--- src/hw/e1m_pkg.sv ---
// Purpose: Constants shared by the receive error and alarm monitor
// Assumes: One system clock; register port driven by the serial decoder
// Notes:   Offsets are register indices on the internal register port
`default_nettype none

package e1m_pkg;

	////////////////////////////////////////////////////////////////////
	// Register port
	localparam int unsigned ADDR_W = 4;
	localparam int unsigned DATA_W = 8;

	localparam logic [3:0] OFS_COMMON_CTRL = 4'h0;
	localparam logic [3:0] OFS_TX_CTRL     = 4'h1;
	localparam logic [3:0] OFS_RX_CTRL     = 4'h2;
	localparam logic [3:0] OFS_TX_IDLE     = 4'h3;
	localparam logic [3:0] OFS_TX_EXTRA    = 4'h4;
	localparam logic [3:0] OFS_RX_STATUS   = 4'h5;
	localparam logic [3:0] OFS_RX_IRQ_MASK = 4'h6;
	localparam logic [3:0] OFS_LINE_VIOL   = 4'h7;
	localparam logic [3:0] OFS_CRC_ERR     = 4'h8;
	localparam logic [3:0] OFS_FRAME_ERR   = 4'h9;

	////////////////////////////////////////////////////////////////////
	// Reset values
	localparam logic [7:0] RST_REG   = 8'h00;
	localparam logic [7:0] RST_COUNT = 8'h00;

	////////////////////////////////////////////////////////////////////
	// Field positions
	localparam int unsigned COMMON_TX_HDB3 = 5;
	localparam int unsigned COMMON_RX_HDB3 = 4;
	localparam int unsigned COMMON_TX_CRC4 = 3;
	localparam int unsigned COMMON_RX_CRC4 = 2;
	localparam int unsigned CAS_DISABLE    = 5;
	localparam int unsigned IDLE_TX_RA     = 5;
	localparam int unsigned EXTRA_TX_DMA   = 2;
	localparam int unsigned STAT_RA        = 7;
	localparam int unsigned STAT_DMA       = 6;
	localparam int unsigned STAT_LOS       = 1;
	localparam int unsigned STAT_SAT       = 0;
	localparam logic [7:0]  STAT_USED      = 8'hC3;

	////////////////////////////////////////////////////////////////////
	// Counts
	localparam logic [7:0] COUNT_MAX     = 8'hFF;
	localparam logic [5:0] ZERO_RUN      = 6'h20;
	localparam logic [1:0] ALARM_RUN     = 2'h3;

	// Pin sample vector positions
	localparam int unsigned PIN_N        = 8;
	localparam int unsigned PIN_POS      = 0;
	localparam int unsigned PIN_NEG      = 1;
	localparam int unsigned PIN_SEL      = 2;
	localparam int unsigned PIN_RALM     = 3;
	localparam int unsigned PIN_DALM     = 4;
	localparam int unsigned PIN_FMT      = 5;
	localparam int unsigned PIN_CRC      = 6;
	localparam int unsigned PIN_CAS      = 7;

endpackage : e1m_pkg

`default_nettype wire

--- src/hw/e1m_sat_counter.sv ---
// Purpose: Presettable 8-bit saturating error counter
// Assumes: Not cleared by the chip reset, only by hardware-mode clear
// Notes:   Preset wins over a same-cycle increment
`default_nettype none

module e1m_sat_counter (
	input  wire logic       sys_clk,
	input  wire logic       clear,
	input  wire logic       load,
	input  wire logic [7:0] loadValue,
	input  wire logic       inc,
	output logic      [7:0] count,
	output logic            satHit
);

	logic [7:0] count_q;

	////////////////////////////////////////////////////////////////////
	// Counter, no async reset by design
	always_ff @(posedge sys_clk) begin
		if (clear) begin
			count_q <= e1m_pkg::RST_COUNT;
		end else if (load) begin
			count_q <= loadValue;
		end else if (inc && count_q != e1m_pkg::COUNT_MAX) begin
			count_q <= count_q + 8'h01;
		end
	end

	assign count  = count_q;
	// Error seen while pinned at full scale
	assign satHit = inc && !load && !clear &&
		count_q == e1m_pkg::COUNT_MAX;

endmodule // e1m_sat_counter

`default_nettype wire

--- src/hw/e1m_rx_alarm_monitor.sv ---
// Purpose: Receive error counters, alarm outputs, status and strapping
// Assumes: Framer events are one-cycle pulses on sys_clk
// Notes:   Pins pass a two-flop synchroniser before use
`default_nettype none

module e1m_rx_alarm_monitor (
	input  wire logic       sys_clk,
	input  wire logic       nrst,
	// Line and strap pins
	input  wire logic       line_in_positive,
	input  wire logic       line_in_negative,
	input  wire logic       serial_port_select,
	input  wire logic       tx_remote_alarm_strap,
	input  wire logic       tx_distant_mf_alarm_strap,
	input  wire logic       dataFormatStrap,
	input  wire logic       crc4Strap,
	input  wire logic       casDisableStrap,
	// Receive framer events
	input  wire logic       lineBitStrobe,
	input  wire logic       violationEvt,
	input  wire logic       hdb3CodeWord,
	input  wire logic       crcErrEvt,
	input  wire logic       fasErrEvt,
	input  wire logic       casMfErrEvt,
	input  wire logic       casIntervalEnd,
	input  wire logic       syncSearch,
	input  wire logic       nonAlignStrobe,
	input  wire logic       nonAlignBit3,
	input  wire logic       frame0Ts16Strobe,
	input  wire logic       frame0Ts16Bit6,
	// Register port from the serial decoder
	input  wire logic [3:0] regAddr,
	input  wire logic       regWrEn,
	input  wire logic [7:0] regWrData,
	input  wire logic       regRdEn,
	input  wire logic       regBurst,
	output logic      [7:0] regRdData,
	// Alarm outputs
	output logic            loss_of_sync_out,
	output logic            remote_alarm_out,
	output logic            distant_mf_alarm_out,
	output logic            carrier_loss_out,
	output logic            violation_pulse_out,
	output logic            frame_error_out,
	output logic            irqOut,
	// Effective configuration
	output logic            hwMode,
	output logic            txRemoteAlarmEn,
	output logic            txDistantMfAlarmEn,
	output logic            txHdb3En,
	output logic            rxHdb3En,
	output logic            txCrc4En,
	output logic            rxCrc4En,
	output logic            txCasEn,
	output logic            rxCasEn
);

	////////////////////////////////////////////////////////////////////
	// Pin synchroniser
	logic [7:0] pinRaw;
	logic [7:0] pinMeta_q;
	logic [7:0] pinSync_q;

	assign pinRaw = {casDisableStrap, crc4Strap, dataFormatStrap,
		tx_distant_mf_alarm_strap, tx_remote_alarm_strap,
		serial_port_select, line_in_negative, line_in_positive};

	// Select reads high after reset so the port starts enabled
	always_ff @(posedge sys_clk or negedge nrst) begin
		if (!nrst) begin
			pinMeta_q <= 8'h04;
			pinSync_q <= 8'h04;
		end else begin
			pinMeta_q <= pinRaw;
			pinSync_q <= pinMeta_q;
		end
	end

	logic hwMode_q;
	logic posIn;
	logic negIn;
	assign posIn = pinSync_q[e1m_pkg::PIN_POS];
	assign negIn = pinSync_q[e1m_pkg::PIN_NEG];

	always_ff @(posedge sys_clk or negedge nrst) begin
		if (!nrst) begin
			hwMode_q <= 1'b0;
		end else begin
			hwMode_q <= !pinSync_q[e1m_pkg::PIN_SEL];
		end
	end
	assign hwMode = hwMode_q;

	////////////////////////////////////////////////////////////////////
	// Register decode
	function automatic logic hit(input logic [3:0] a, input logic [3:0] o);
		hit = (a == o);
	endfunction

	logic wrOk;
	logic rdDirect;
	assign wrOk     = regWrEn && !hwMode_q;
	assign rdDirect = regRdEn && !regBurst && !hwMode_q &&
		hit(regAddr, e1m_pkg::OFS_RX_STATUS);

	////////////////////////////////////////////////////////////////////
	// Control registers; strapped bits follow pins in hardware mode
	logic [7:0] commonCtrl_q;
	logic [7:0] txCtrl_q;
	logic [7:0] rxCtrl_q;
	logic [7:0] txIdle_q;
	logic [7:0] txExtra_q;
	logic [7:0] mask_q;
	logic       fmt;
	logic       crc;
	logic       casOff;

	assign fmt    = pinSync_q[e1m_pkg::PIN_FMT];
	assign crc    = pinSync_q[e1m_pkg::PIN_CRC];
	assign casOff = pinSync_q[e1m_pkg::PIN_CAS];

	always_ff @(posedge sys_clk or negedge nrst) begin
		if (!nrst) begin
			commonCtrl_q <= e1m_pkg::RST_REG;
		end else if (hwMode_q) begin
			commonCtrl_q <= e1m_pkg::RST_REG;
			commonCtrl_q[e1m_pkg::COMMON_TX_HDB3] <= fmt;
			commonCtrl_q[e1m_pkg::COMMON_RX_HDB3] <= fmt;
			commonCtrl_q[e1m_pkg::COMMON_TX_CRC4] <= crc;
			commonCtrl_q[e1m_pkg::COMMON_RX_CRC4] <= crc;
		end else if (wrOk && hit(regAddr, e1m_pkg::OFS_COMMON_CTRL)) begin
			commonCtrl_q <= regWrData;
		end
	end

	always_ff @(posedge sys_clk or negedge nrst) begin
		if (!nrst) begin
			txCtrl_q <= e1m_pkg::RST_REG;
			rxCtrl_q <= e1m_pkg::RST_REG;
		end else if (hwMode_q) begin
			txCtrl_q <= e1m_pkg::RST_REG;
			rxCtrl_q <= e1m_pkg::RST_REG;
			txCtrl_q[e1m_pkg::CAS_DISABLE] <= casOff;
			rxCtrl_q[e1m_pkg::CAS_DISABLE] <= casOff;
		end else begin
			if (wrOk && hit(regAddr, e1m_pkg::OFS_TX_CTRL)) begin
				txCtrl_q <= regWrData;
			end
			if (wrOk && hit(regAddr, e1m_pkg::OFS_RX_CTRL)) begin
				rxCtrl_q <= regWrData;
			end
		end
	end

	always_ff @(posedge sys_clk or negedge nrst) begin
		if (!nrst) begin
			txIdle_q  <= e1m_pkg::RST_REG;
			txExtra_q <= e1m_pkg::RST_REG;
		end else if (hwMode_q) begin
			txIdle_q  <= e1m_pkg::RST_REG;
			txExtra_q <= e1m_pkg::RST_REG;
			txIdle_q[e1m_pkg::IDLE_TX_RA] <=
				pinSync_q[e1m_pkg::PIN_RALM];
			txExtra_q[e1m_pkg::EXTRA_TX_DMA] <=
				pinSync_q[e1m_pkg::PIN_DALM];
		end else begin
			if (wrOk && hit(regAddr, e1m_pkg::OFS_TX_IDLE)) begin
				txIdle_q <= regWrData;
			end
			if (wrOk && hit(regAddr, e1m_pkg::OFS_TX_EXTRA)) begin
				txExtra_q <= regWrData;
			end
		end
	end

	always_ff @(posedge sys_clk or negedge nrst) begin
		if (!nrst) begin
			mask_q <= e1m_pkg::RST_REG;
		end else if (hwMode_q) begin
			mask_q <= e1m_pkg::RST_REG;
		end else if (wrOk && hit(regAddr, e1m_pkg::OFS_RX_IRQ_MASK)) begin
			mask_q <= regWrData;
		end
	end

	assign txRemoteAlarmEn    = txIdle_q[e1m_pkg::IDLE_TX_RA];
	assign txDistantMfAlarmEn = txExtra_q[e1m_pkg::EXTRA_TX_DMA];
	assign txHdb3En           = commonCtrl_q[e1m_pkg::COMMON_TX_HDB3];
	assign rxHdb3En           = commonCtrl_q[e1m_pkg::COMMON_RX_HDB3];
	assign txCrc4En           = commonCtrl_q[e1m_pkg::COMMON_TX_CRC4];
	assign rxCrc4En           = commonCtrl_q[e1m_pkg::COMMON_RX_CRC4];
	assign txCasEn            = !txCtrl_q[e1m_pkg::CAS_DISABLE];
	assign rxCasEn            = !rxCtrl_q[e1m_pkg::CAS_DISABLE];

	////////////////////////////////////////////////////////////////////
	// Loss of sync; forced while reset is low
	logic los_q;
	always_ff @(posedge sys_clk or negedge nrst) begin
		if (!nrst) begin
			los_q <= 1'b1;
		end else begin
			los_q <= syncSearch;
		end
	end
	assign loss_of_sync_out = los_q;

	////////////////////////////////////////////////////////////////////
	// Error counters
	logic       violCount;
	logic       crcCount;
	logic       fasCount;
	logic [7:0] violCnt;
	logic [7:0] crcCnt;
	logic [7:0] fasCnt;
	logic [2:0] satHit;

	assign violCount = violationEvt && !(hdb3CodeWord && rxHdb3En);
	assign crcCount  = crcErrEvt && rxCrc4En && !los_q;
	assign fasCount  = fasErrEvt && !los_q;

	e1m_sat_counter u_line_violation_counter (
		.sys_clk   (sys_clk),
		.clear     (hwMode_q),
		.load      (wrOk && hit(regAddr, e1m_pkg::OFS_LINE_VIOL)),
		.loadValue (regWrData),
		.inc       (violCount),
		.count     (violCnt),
		.satHit    (satHit[0])
	);

	e1m_sat_counter u_crc_error_counter (
		.sys_clk   (sys_clk),
		.clear     (hwMode_q),
		.load      (wrOk && hit(regAddr, e1m_pkg::OFS_CRC_ERR)),
		.loadValue (regWrData),
		.inc       (crcCount),
		.count     (crcCnt),
		.satHit    (satHit[1])
	);

	e1m_sat_counter u_frame_error_counter (
		.sys_clk   (sys_clk),
		.clear     (hwMode_q),
		.load      (wrOk && hit(regAddr, e1m_pkg::OFS_FRAME_ERR)),
		.loadValue (regWrData),
		.inc       (fasCount),
		.count     (fasCnt),
		.satHit    (satHit[2])
	);

	////////////////////////////////////////////////////////////////////
	// Three-in-a-row alarm filters: 0 remote, 1 distant multiframe
	logic [1:0] almStrobe;
	logic [1:0] almBit;
	logic [1:0] almOut_q;

	assign almStrobe = {frame0Ts16Strobe, nonAlignStrobe};
	assign almBit    = {frame0Ts16Bit6, nonAlignBit3};

	genvar g;
	generate
		for (g = 0; g < 2; g++) begin : g_alarm
			logic [1:0] run_q;
			always_ff @(posedge sys_clk or negedge nrst) begin
				if (!nrst) begin
					run_q       <= 2'h0;
					almOut_q[g] <= 1'b0;
				end else if (almStrobe[g]) begin
					// Count samples that disagree with the output
					if (almBit[g] == almOut_q[g]) begin
						run_q <= 2'h0;
					end else if (run_q == e1m_pkg::ALARM_RUN - 2'h1) begin
						run_q       <= 2'h0;
						almOut_q[g] <= almBit[g];
					end else begin
						run_q <= run_q + 2'h1;
					end
				end
			end
		end
	endgenerate

	assign remote_alarm_out     = almOut_q[0];
	assign distant_mf_alarm_out = almOut_q[1];

	////////////////////////////////////////////////////////////////////
	// Carrier loss
	logic [5:0] zeroRun_q;
	logic       carrierLoss_q;
	always_ff @(posedge sys_clk or negedge nrst) begin
		if (!nrst) begin
			zeroRun_q     <= 6'h00;
			carrierLoss_q <= 1'b0;
		end else if (lineBitStrobe) begin
			if (posIn || negIn) begin
				zeroRun_q     <= 6'h00;
				carrierLoss_q <= 1'b0;
			end else if (zeroRun_q != e1m_pkg::ZERO_RUN) begin
				zeroRun_q <= zeroRun_q + 6'h01;
				if (zeroRun_q == e1m_pkg::ZERO_RUN - 6'h01) begin
					carrierLoss_q <= 1'b1;
				end
			end
		end
	end
	assign carrier_loss_out = carrierLoss_q;

	////////////////////////////////////////////////////////////////////
	// Violation pulse and frame error output
	logic violPulse_q;
	logic casHold_q;
	logic frameErr_q;

	always_ff @(posedge sys_clk or negedge nrst) begin
		if (!nrst) begin
			violPulse_q <= 1'b0;
		end else begin
			violPulse_q <= violCount;
		end
	end
	assign violation_pulse_out = violPulse_q;

	always_ff @(posedge sys_clk or negedge nrst) begin
		if (!nrst) begin
			casHold_q <= 1'b0;
		end else if (casMfErrEvt) begin
			casHold_q <= 1'b1;
		end else if (casIntervalEnd) begin
			casHold_q <= 1'b0;
		end
	end

	always_ff @(posedge sys_clk or negedge nrst) begin
		if (!nrst) begin
			frameErr_q <= 1'b0;
		end else begin
			frameErr_q <= fasErrEvt || crcErrEvt || casMfErrEvt ||
				(casHold_q && !casIntervalEnd);
		end
	end
	assign frame_error_out = frameErr_q;

	////////////////////////////////////////////////////////////////////
	// Receive status register and interrupt
	logic [7:0] statSet;
	logic [7:0] statActive;
	logic [7:0] status_q;

	always_comb begin
		statSet                      = 8'h00;
		statSet[e1m_pkg::STAT_RA]     = almOut_q[0];
		statSet[e1m_pkg::STAT_DMA]    = almOut_q[1];
		statSet[e1m_pkg::STAT_LOS]    = los_q;
		statSet[e1m_pkg::STAT_SAT]    = |satHit;
		statActive                    = statSet;
		statActive[e1m_pkg::STAT_SAT] = 1'b0;
	end

	always_ff @(posedge sys_clk or negedge nrst) begin
		if (!nrst) begin
			status_q <= e1m_pkg::RST_REG;
		end else if (hwMode_q) begin
			status_q <= e1m_pkg::RST_REG;
		end else if (rdDirect) begin
			status_q <= statSet | (status_q & statActive);
		end else begin
			status_q <= statSet | status_q;
		end
	end

	assign irqOut = |(status_q & mask_q & e1m_pkg::STAT_USED);

	////////////////////////////////////////////////////////////////////
	// Read data
	logic [7:0] rdMux;
	always_comb begin
		unique case (regAddr)
			e1m_pkg::OFS_COMMON_CTRL: rdMux = commonCtrl_q;
			e1m_pkg::OFS_TX_CTRL:     rdMux = txCtrl_q;
			e1m_pkg::OFS_RX_CTRL:     rdMux = rxCtrl_q;
			e1m_pkg::OFS_TX_IDLE:     rdMux = txIdle_q;
			e1m_pkg::OFS_TX_EXTRA:    rdMux = txExtra_q;
			e1m_pkg::OFS_RX_STATUS:   rdMux = status_q & e1m_pkg::STAT_USED;
			e1m_pkg::OFS_RX_IRQ_MASK: rdMux = mask_q;
			e1m_pkg::OFS_LINE_VIOL:   rdMux = violCnt;
			e1m_pkg::OFS_CRC_ERR:     rdMux = crcCnt;
			e1m_pkg::OFS_FRAME_ERR:   rdMux = fasCnt;
			default:                  rdMux = 8'h00;
		endcase
	end

	logic [7:0] rdData_q;
	always_ff @(posedge sys_clk or negedge nrst) begin
		if (!nrst) begin
			rdData_q <= 8'h00;
		end else if (regRdEn) begin
			rdData_q <= hwMode_q ? 8'h00 : rdMux;
		end
	end
	assign regRdData = rdData_q;

endmodule // e1m_rx_alarm_monitor

`default_nettype wire

--- config.mk ---
export PLATFORM = sky130hd
export DESIGN_NAME = e1m_rx_alarm_monitor
export DESIGN_NICKNAME = d
export VERILOG_FILES = /design/src/hw/e1m_pkg.sv /design/src/hw/e1m_sat_counter.sv /design/src/hw/e1m_rx_alarm_monitor.sv
export SDC_FILE = /design/constraint.sdc
export NUM_CORES = 1
export LEC_CHECK = 0
export BUFFER_PORTS_ARGS = -buffer_cell sky130_fd_sc_hd__buf_2
export CAP_MARGIN = 30
export CORE_ASPECT_RATIO = 0.9
export CORE_UTILIZATION = 53
export DETAILED_ROUTE_END_ITERATION = 7
export PLACE_DENSITY = 0.76
export SETUP_SLACK_MARGIN = 0.1
export SLEW_MARGIN = 20
export SYNTH_ARGS = -nofsm -noshare
export SYNTH_HDL_FRONTEND = slang
export SYNTH_SLANG_ARGS = --single-unit
export TNS_END_PERCENT = 10
--- constraint.sdc ---
create_clock -name sys_clk -period 1.6 [get_ports sys_clk]
set_input_delay 0.24 -clock sys_clk [delete_from_list [all_inputs] [get_ports sys_clk]]
set_output_delay 0.24 -clock sys_clk [all_outputs]
set_load 0.01 [all_outputs]
# Yosys cells after proc, flatten, opt, wreduce, memory -nomap -nowiden
# Cells that the tools add are included.
[totals] word_cells=155 output_inout_bits=24 in_bits=37 ff_bits=122
[op_classes] bitwise_logic=6 n_eq_ne=21 muxes=33 n_addsub=6 reduce_logical=65
[op_table] operator="$mux 8" count=21
[op_table] operator="$pmux 8 s10" count=1
[op_table] operator="$logic_and 1x1->1" count=31
[op_table] operator="$add 8x1->8 const B" count=3
[op_table] operator="$eq 8x8->1 const B" count=3
[op_table] operator="$ne 8x8->1 const B" count=3
[op_table] operator="$reduce_bool 2->1" count=12
[op_table] operator="$and 8x8->8" count=2
[op_table] operator="$eq 4x3->1 const B" count=4
[op_table] operator="$or 8x8->8" count=2
[op_table] operator="$mux 6" count=2
[op_table] operator="$logic_not 1->1" count=11
[op_table] operator="$reduce_and 3->1" count=3
[op_table] operator="$eq 4x2->1 const B" count=2
[op_table] operator="$eq 4x4->1 const B" count=2
[op_table] operator="$mux 2" count=4
[op_table] operator="$add 6x1->6 const B" count=1
[op_table] operator="$eq 6x5->1 const B" count=1
[op_table] operator="$ne 6x6->1 const B" count=1
[op_table] operator="$mux 1" count=5
[op_table] operator="$add 2x1->2 const B" count=2
[op_table] operator="$eq 2x2->1 const B" count=2
[op_table] operator="$eq 4x1->1 const B" count=1
[op_table] operator="$logic_not 4->1" count=1
[op_table] operator="6 further kinds" count=11

# Logic depth before layout (Yosys ltp)
[logic_depth] word_depth=11 depth_mapped=7 ltp_nobuf=6

# Cells and area by module
# A second synthesis with hierarchy kept.
[hier_totals] hier_cells=602 area_unflattened_um2=5885.6
[by_module_without_submodules] mod="e1m_rx_alarm_monitor" cells_per_inst=431 area_each_um2=4451.8 seq_area_each_um2=2356.0 instances=1
[by_module_without_submodules] mod="e1m_sat_counter" cells_per_inst=57 area_each_um2=478.0 seq_area_each_um2=160.2 instances=3

# Worst setup path after synthesis
# Ideal clock, no wire load.
[synth_path] path_type="flip-flop to flip-flop" start="reg hwMode_q, in the netlist hwMode" end="reg u_line_violation_counter.count_q[1], in the netlist u_line_violation_counter.count[1]" path_stages_with_launch=8 n_path_buf=3 setup_slack_ps=-89 required_time_ps=1464 synth_period_minus_slack_ps=1689 setup_time_ps=136 t_arrival_ps=1553 path_cell_list="dfrtp_1 > buf_2 > nand2b_1 > or3_1 > clkbuf_1 > buf_2 > nor2_1 > a211oi_2"
[synth_via] elab_chain_len=4 word_cells_on_any_way=5 classes_between="mux: 1; reduce/logical: 4"
[synth_lines] item="start, declared" line="e1m_rx_alarm_monitor.sv:79" text="logic hwMode_q;"
[synth_lines] item="start signal, assigned" line="e1m_rx_alarm_monitor.sv:89" text="hwMode_q <= !pinSync_q[e1m_pkg::PIN_SEL];"
[synth_lines] item="$logic_not 1->1" line="e1m_rx_alarm_monitor.sv:102" text="assign wrOk = regWrEn && !hwMode_q;"
[synth_lines] item="$logic_and 1x1->1" line="e1m_rx_alarm_monitor.sv:102"
[synth_lines] item="$logic_and 1x1->1" line="e1m_rx_alarm_monitor.sv:224" text=".load (wrOk && hit(regAddr, e1m_pkg::OFS_LINE_VIOL)),"
[synth_lines] item="$mux 8 or $reduce_bool 2->1 (tied branches)"
[synth_lines] item="end signal, assigned" line="e1m_sat_counter.sv:22" text="count_q <= e1m_pkg::RST_COUNT;"
[synth_lines] item="end signal, assigned" line="e1m_sat_counter.sv:24" text="count_q <= loadValue;"
[synth_lines] item="end signal, assigned" line="e1m_sat_counter.sv:26" text="count_q <= count_q + 8'h01;"
[synth_lines] item="end, declared" line="e1m_sat_counter.sv:16" text="logic [7:0] count_q;"
# Parallel ways exist; a longest one is shown, timed or not.
# A chain may end at the register's enable or synchronous reset.

# Final worst setup path
[layout_path] start="reg status_q[1]" end="out irqOut"
[layout_via] elab_chain_len=2
[layout_lines] item="start, declared" line="e1m_rx_alarm_monitor.sv:347" text="logic [7:0] status_q;"
[layout_lines] item="start signal, assigned" line="e1m_rx_alarm_monitor.sv:361" text="status_q <= e1m_pkg::RST_REG;"
[layout_lines] item="start signal, assigned" line="e1m_rx_alarm_monitor.sv:363" text="status_q <= e1m_pkg::RST_REG;"
[layout_lines] item="start signal, assigned" line="e1m_rx_alarm_monitor.sv:365" text="status_q <= statSet | (status_q & statActive);"
[layout_lines] item="$and 8x8->8" line="e1m_rx_alarm_monitor.sv:371" text="assign irqOut = |(status_q & mask_q & e1m_pkg::STAT_USED);"
[layout_lines] item="$reduce_or 4->1" line="e1m_rx_alarm_monitor.sv:371"
[layout_lines] item="end, declared" line="e1m_rx_alarm_monitor.sv:45" text="output logic irqOut,"
# No other way between the ends.

==> impl_metrics.json <==
{
  "ir_worst_vdd_mv": 1.09,
  "p_clk_share_pct": 46.5,
  "n_antenna_cell": 0,
  "clock.fmax_mhz": 610,
  "die_area_sq_um": 11800,
  "synth_area_leaders": "dfrtp_1 38%, mux2i_1 10%, dfxtp_1 8.0%",
  "finalClockSkew_ps": 7.60,
  "gp_congestion": 0.997,
  "p_per_area_nw_per_um2": 1020,
  "hold_viol_final": 0,
  "io_pins": 61,
  "seqCellArea_sq_um": 2850,
  "yosysTopAreaCellShare_pct": 37.7,
  "drtAntennaViolNets": 0,
  "synth_edf_count": 0,
  "die_y_microns": 103,
  "core_area_sq_um": 10900,
  "cts.sinks": 118,
  "area_delta_synth_final_pct": 33.4,
  "cp-start-kind": "register",
  "post-route-cell-area_sq_um": 8060,
  "tightest_slew_ps": 542,
  "ys_ff_latch": 118,
  "cts.clk_slew.worst_paths_ps": 60,
  "reg2reg_slack_ps": -30,
  "power_switching_mw": 2.22,
  "ys.flop_type": "dfrtp_1",
  "setup_viol": 2,
  "initial_core_util_pct": 55.2,
  "r2r-start": "txIdle_q[2]$_DFFE_PN0P_",
  "violations": "setup timing",
  "wl_microns": 18700,
  "drc_errors": 0,
  "syn_area_per_cell_sq_um": 10.1,
  "slew_headroom_pct": 63.8,
  "r2r_end": "regRdData[2]$_DFFE_PN0P_",
  "maxCapViolations": 0,
  "cp-startpoint": "status_q[1]$_DFF_PN0_",
  "antenna_found_initial": 0,
  "vias": 5558,
  "arrival_ps": 1400,
  "drv_slew": 0,
  "switching_share_pct": 27.0,
  "multi_input_area_sq_um": 3150,
  "final_common_cell": "dfrtp_1",
  "fin_cells": 901,
  "run_status": "finished with violations",
  "power_frac_comb_pct": 13.2,
  "p_seq_share_pct": 40.4,
  "worstSetupPathType": "reg -> out",
  "drt-initial-drc-count": 500,
  "first_pass_iters": 5,
  "clockBufferDepth": 2,
  "n_fill_cell": 777,
  "drive_above_1_share_pct": 35.5,
  "chipWidth_microns": 115,
  "cp.required_ps": 1360,
  "ys_seq_area_share_pct": 46.9,
  "most-common-layout-cells": "89 x dfrtp_1, 77 x buf_4, 72 x nor2_1, 61 x mux2i_1, 57 x buf_2",
  "fin_ws_ps": -39.9,
  "synthesis.area_sq_um": 6040,
  "track_usage_pct": 33.2,
  "place_area_sq_um": 7080,
  "htreeDepth": 4,
  "via_per_inst": 6.17,
  "clk-insertion-delay-late_ps": 420,
  "cts-root-buf": "clkbuf_16",
  "endpoint": "irqOut",
  "rows": 36,
  "fin_nets": 778,
  "hold_path_class": "in -> reg",
  "cp_max_fo": 3,
  "place_hpwl_microns": 12800,
  "p_int_mw": 6.00,
  "yosysTopAreaCell": "dfrtp_1",
  "synthCells": 599,
  "cts_buffers": 17,
  "dp_cells": 858,
  "rsz0062_at_grt": "yes",
  "r2r_cells": 4,
  "wl_per_cell_microns": 20.7,
  "portBuffers": 60,
  "min_period_over_period_pct": 102,
  "ys_async_sr_fraction_pct": 79.7,
  "p_leak_nw": 3.62,
  "grt_pass1_wl_microns": 28800,
  "syn-num-nets": 641,
  "cts_tree": "yes",
  "end_kind": "output pin",
  "min_period_ps": 1640,
  "grt_pass1_vias": 5432,
  "overflow": 0,
  "yosysWarningCount": 0,
  "grt_max_degree": 37,
  "ys_types": 76
}
## power groups by stage
stage	clock [mW]	combinational [mW]	sequential [mW]
finish	3.82	1.08	3.32
global route	3.98	1.18	3.34
CTS	3.85	1.04	3.30
detailed placement	0	0.982	3.35
global placement	0	0.945	3.34
floorplan	0	0.512	3.33
## per-stage QoR
stage	hold WS [ps]	TNS [ps]	total power, mW	worst slack, ps	util (%)
floorplan	-55.6	0	3.85	39.6	-
global placement	191	-3960	4.28	-287	64.7
detailed placement	189	-5370	4.33	-290	64.7
CTS	17.9	0	8.20	13.9	72.3
global route	32.3	-133	8.49	-94.8	73.7
finish	16.8	-73.0	8.23	-39.9	73.7
## cells in the mapped netlist, types with 4 or more instances
| cell type | instances |
|---|---|
| and3_1 | 6 |
| nand4_1 | 8 |
| o31ai_1 | 7 |
| xor2_1 | 7 |
| nand3_1 | 23 |
| a211o_1 | 4 |
| or3_1 | 8 |
| a22oi_1 | 7 |
| buf_2 | 14 |
| mux2_2 | 17 |
| a21oi_1 | 12 |
| mux2i_1 | 61 |
| nand2_1 | 30 |
| o211ai_1 | 5 |
| nand2b_1 | 5 |
| o21ai_0 | 13 |
| nor2b_1 | 6 |
| nor3b_1 | 4 |
| o22ai_1 | 4 |
| a211oi_1 | 12 |
| clkbuf_1 | 20 |
| o221ai_1 | 4 |
| a31oi_1 | 5 |
| dfxtp_1 | 24 |
| nor2_1 | 75 |
| a221oi_1 | 5 |
| inv_1 | 21 |
| a311oi_1 | 5 |
| dfrtp_1 | 91 |
| nor3_1 | 10 |
| ha_1 | 5 |
## area by class of cell
cell class	count	share of cell area, %
clock buffers	19	5.49
inverters	23	1.10
well taps	152	2.36
multi-input cells	417	39.1
clock inverters	13	1.82
repair buffers	159	14.8
flip-flops and latches	118	35.3
## metal layers
layer	track usage [%]	share of wire [%]	routed length (microns)
met5	0	0	0
met1	43.1	40	7500
met3	7.11	9.2	1720
met4	17.0	3.9	728
met2	52.9	47	8750
## what timing repair did
action,CTS,global route
gates resized for setup,24,36
endpoints found under the hold margin,30,0
buffers inserted,0,0
gates cloned,1,0
pin swaps,10,19
hold buffers,10,0
setup endpoints to repair,23,34
## worst max-delay path, stage by stage, from the launching register on
cell and delay [ps]:
dfrtp_1 460, a22oi_1 250, nand2_1 120, buf_2 150
## kinds of logic (layout without fill, tap and decap cells)
kind of cell,count (synthesis),after routing,share of synthesized area [%]
AND/OR/NAND/NOR,205,205,17.7
flip-flops,118,118,46.9
AO/OA/AOI/OAI,117,117,14.5
multiplexers,81,81,13.8
buffers and inverters,64,214,4.72
XOR/XNOR,9,9,1.30
adder cells (fa/ha/maj),5,5,1.04
## how the worst min path moves through the flow
stage                           start                      endpoint  depth (start not counted)
final                     casMfErrEvt         casHold_q$_DFFE_PN0P_                          2
after global routing      casMfErrEvt         casHold_q$_DFFE_PN0P_                          2
after CTS                 casMfErrEvt         casHold_q$_DFFE_PN0P_                          2
after detailed placement         nrst         status_q[0]$_DFF_PN0_                          1
after global placement           nrst      regRdData[2]$_DFFE_PN0P_                          1
after floorplan                  nrst  carrier_loss_out$_DFFE_PN0P_                          0
Power figures use the tool's default switching activity.
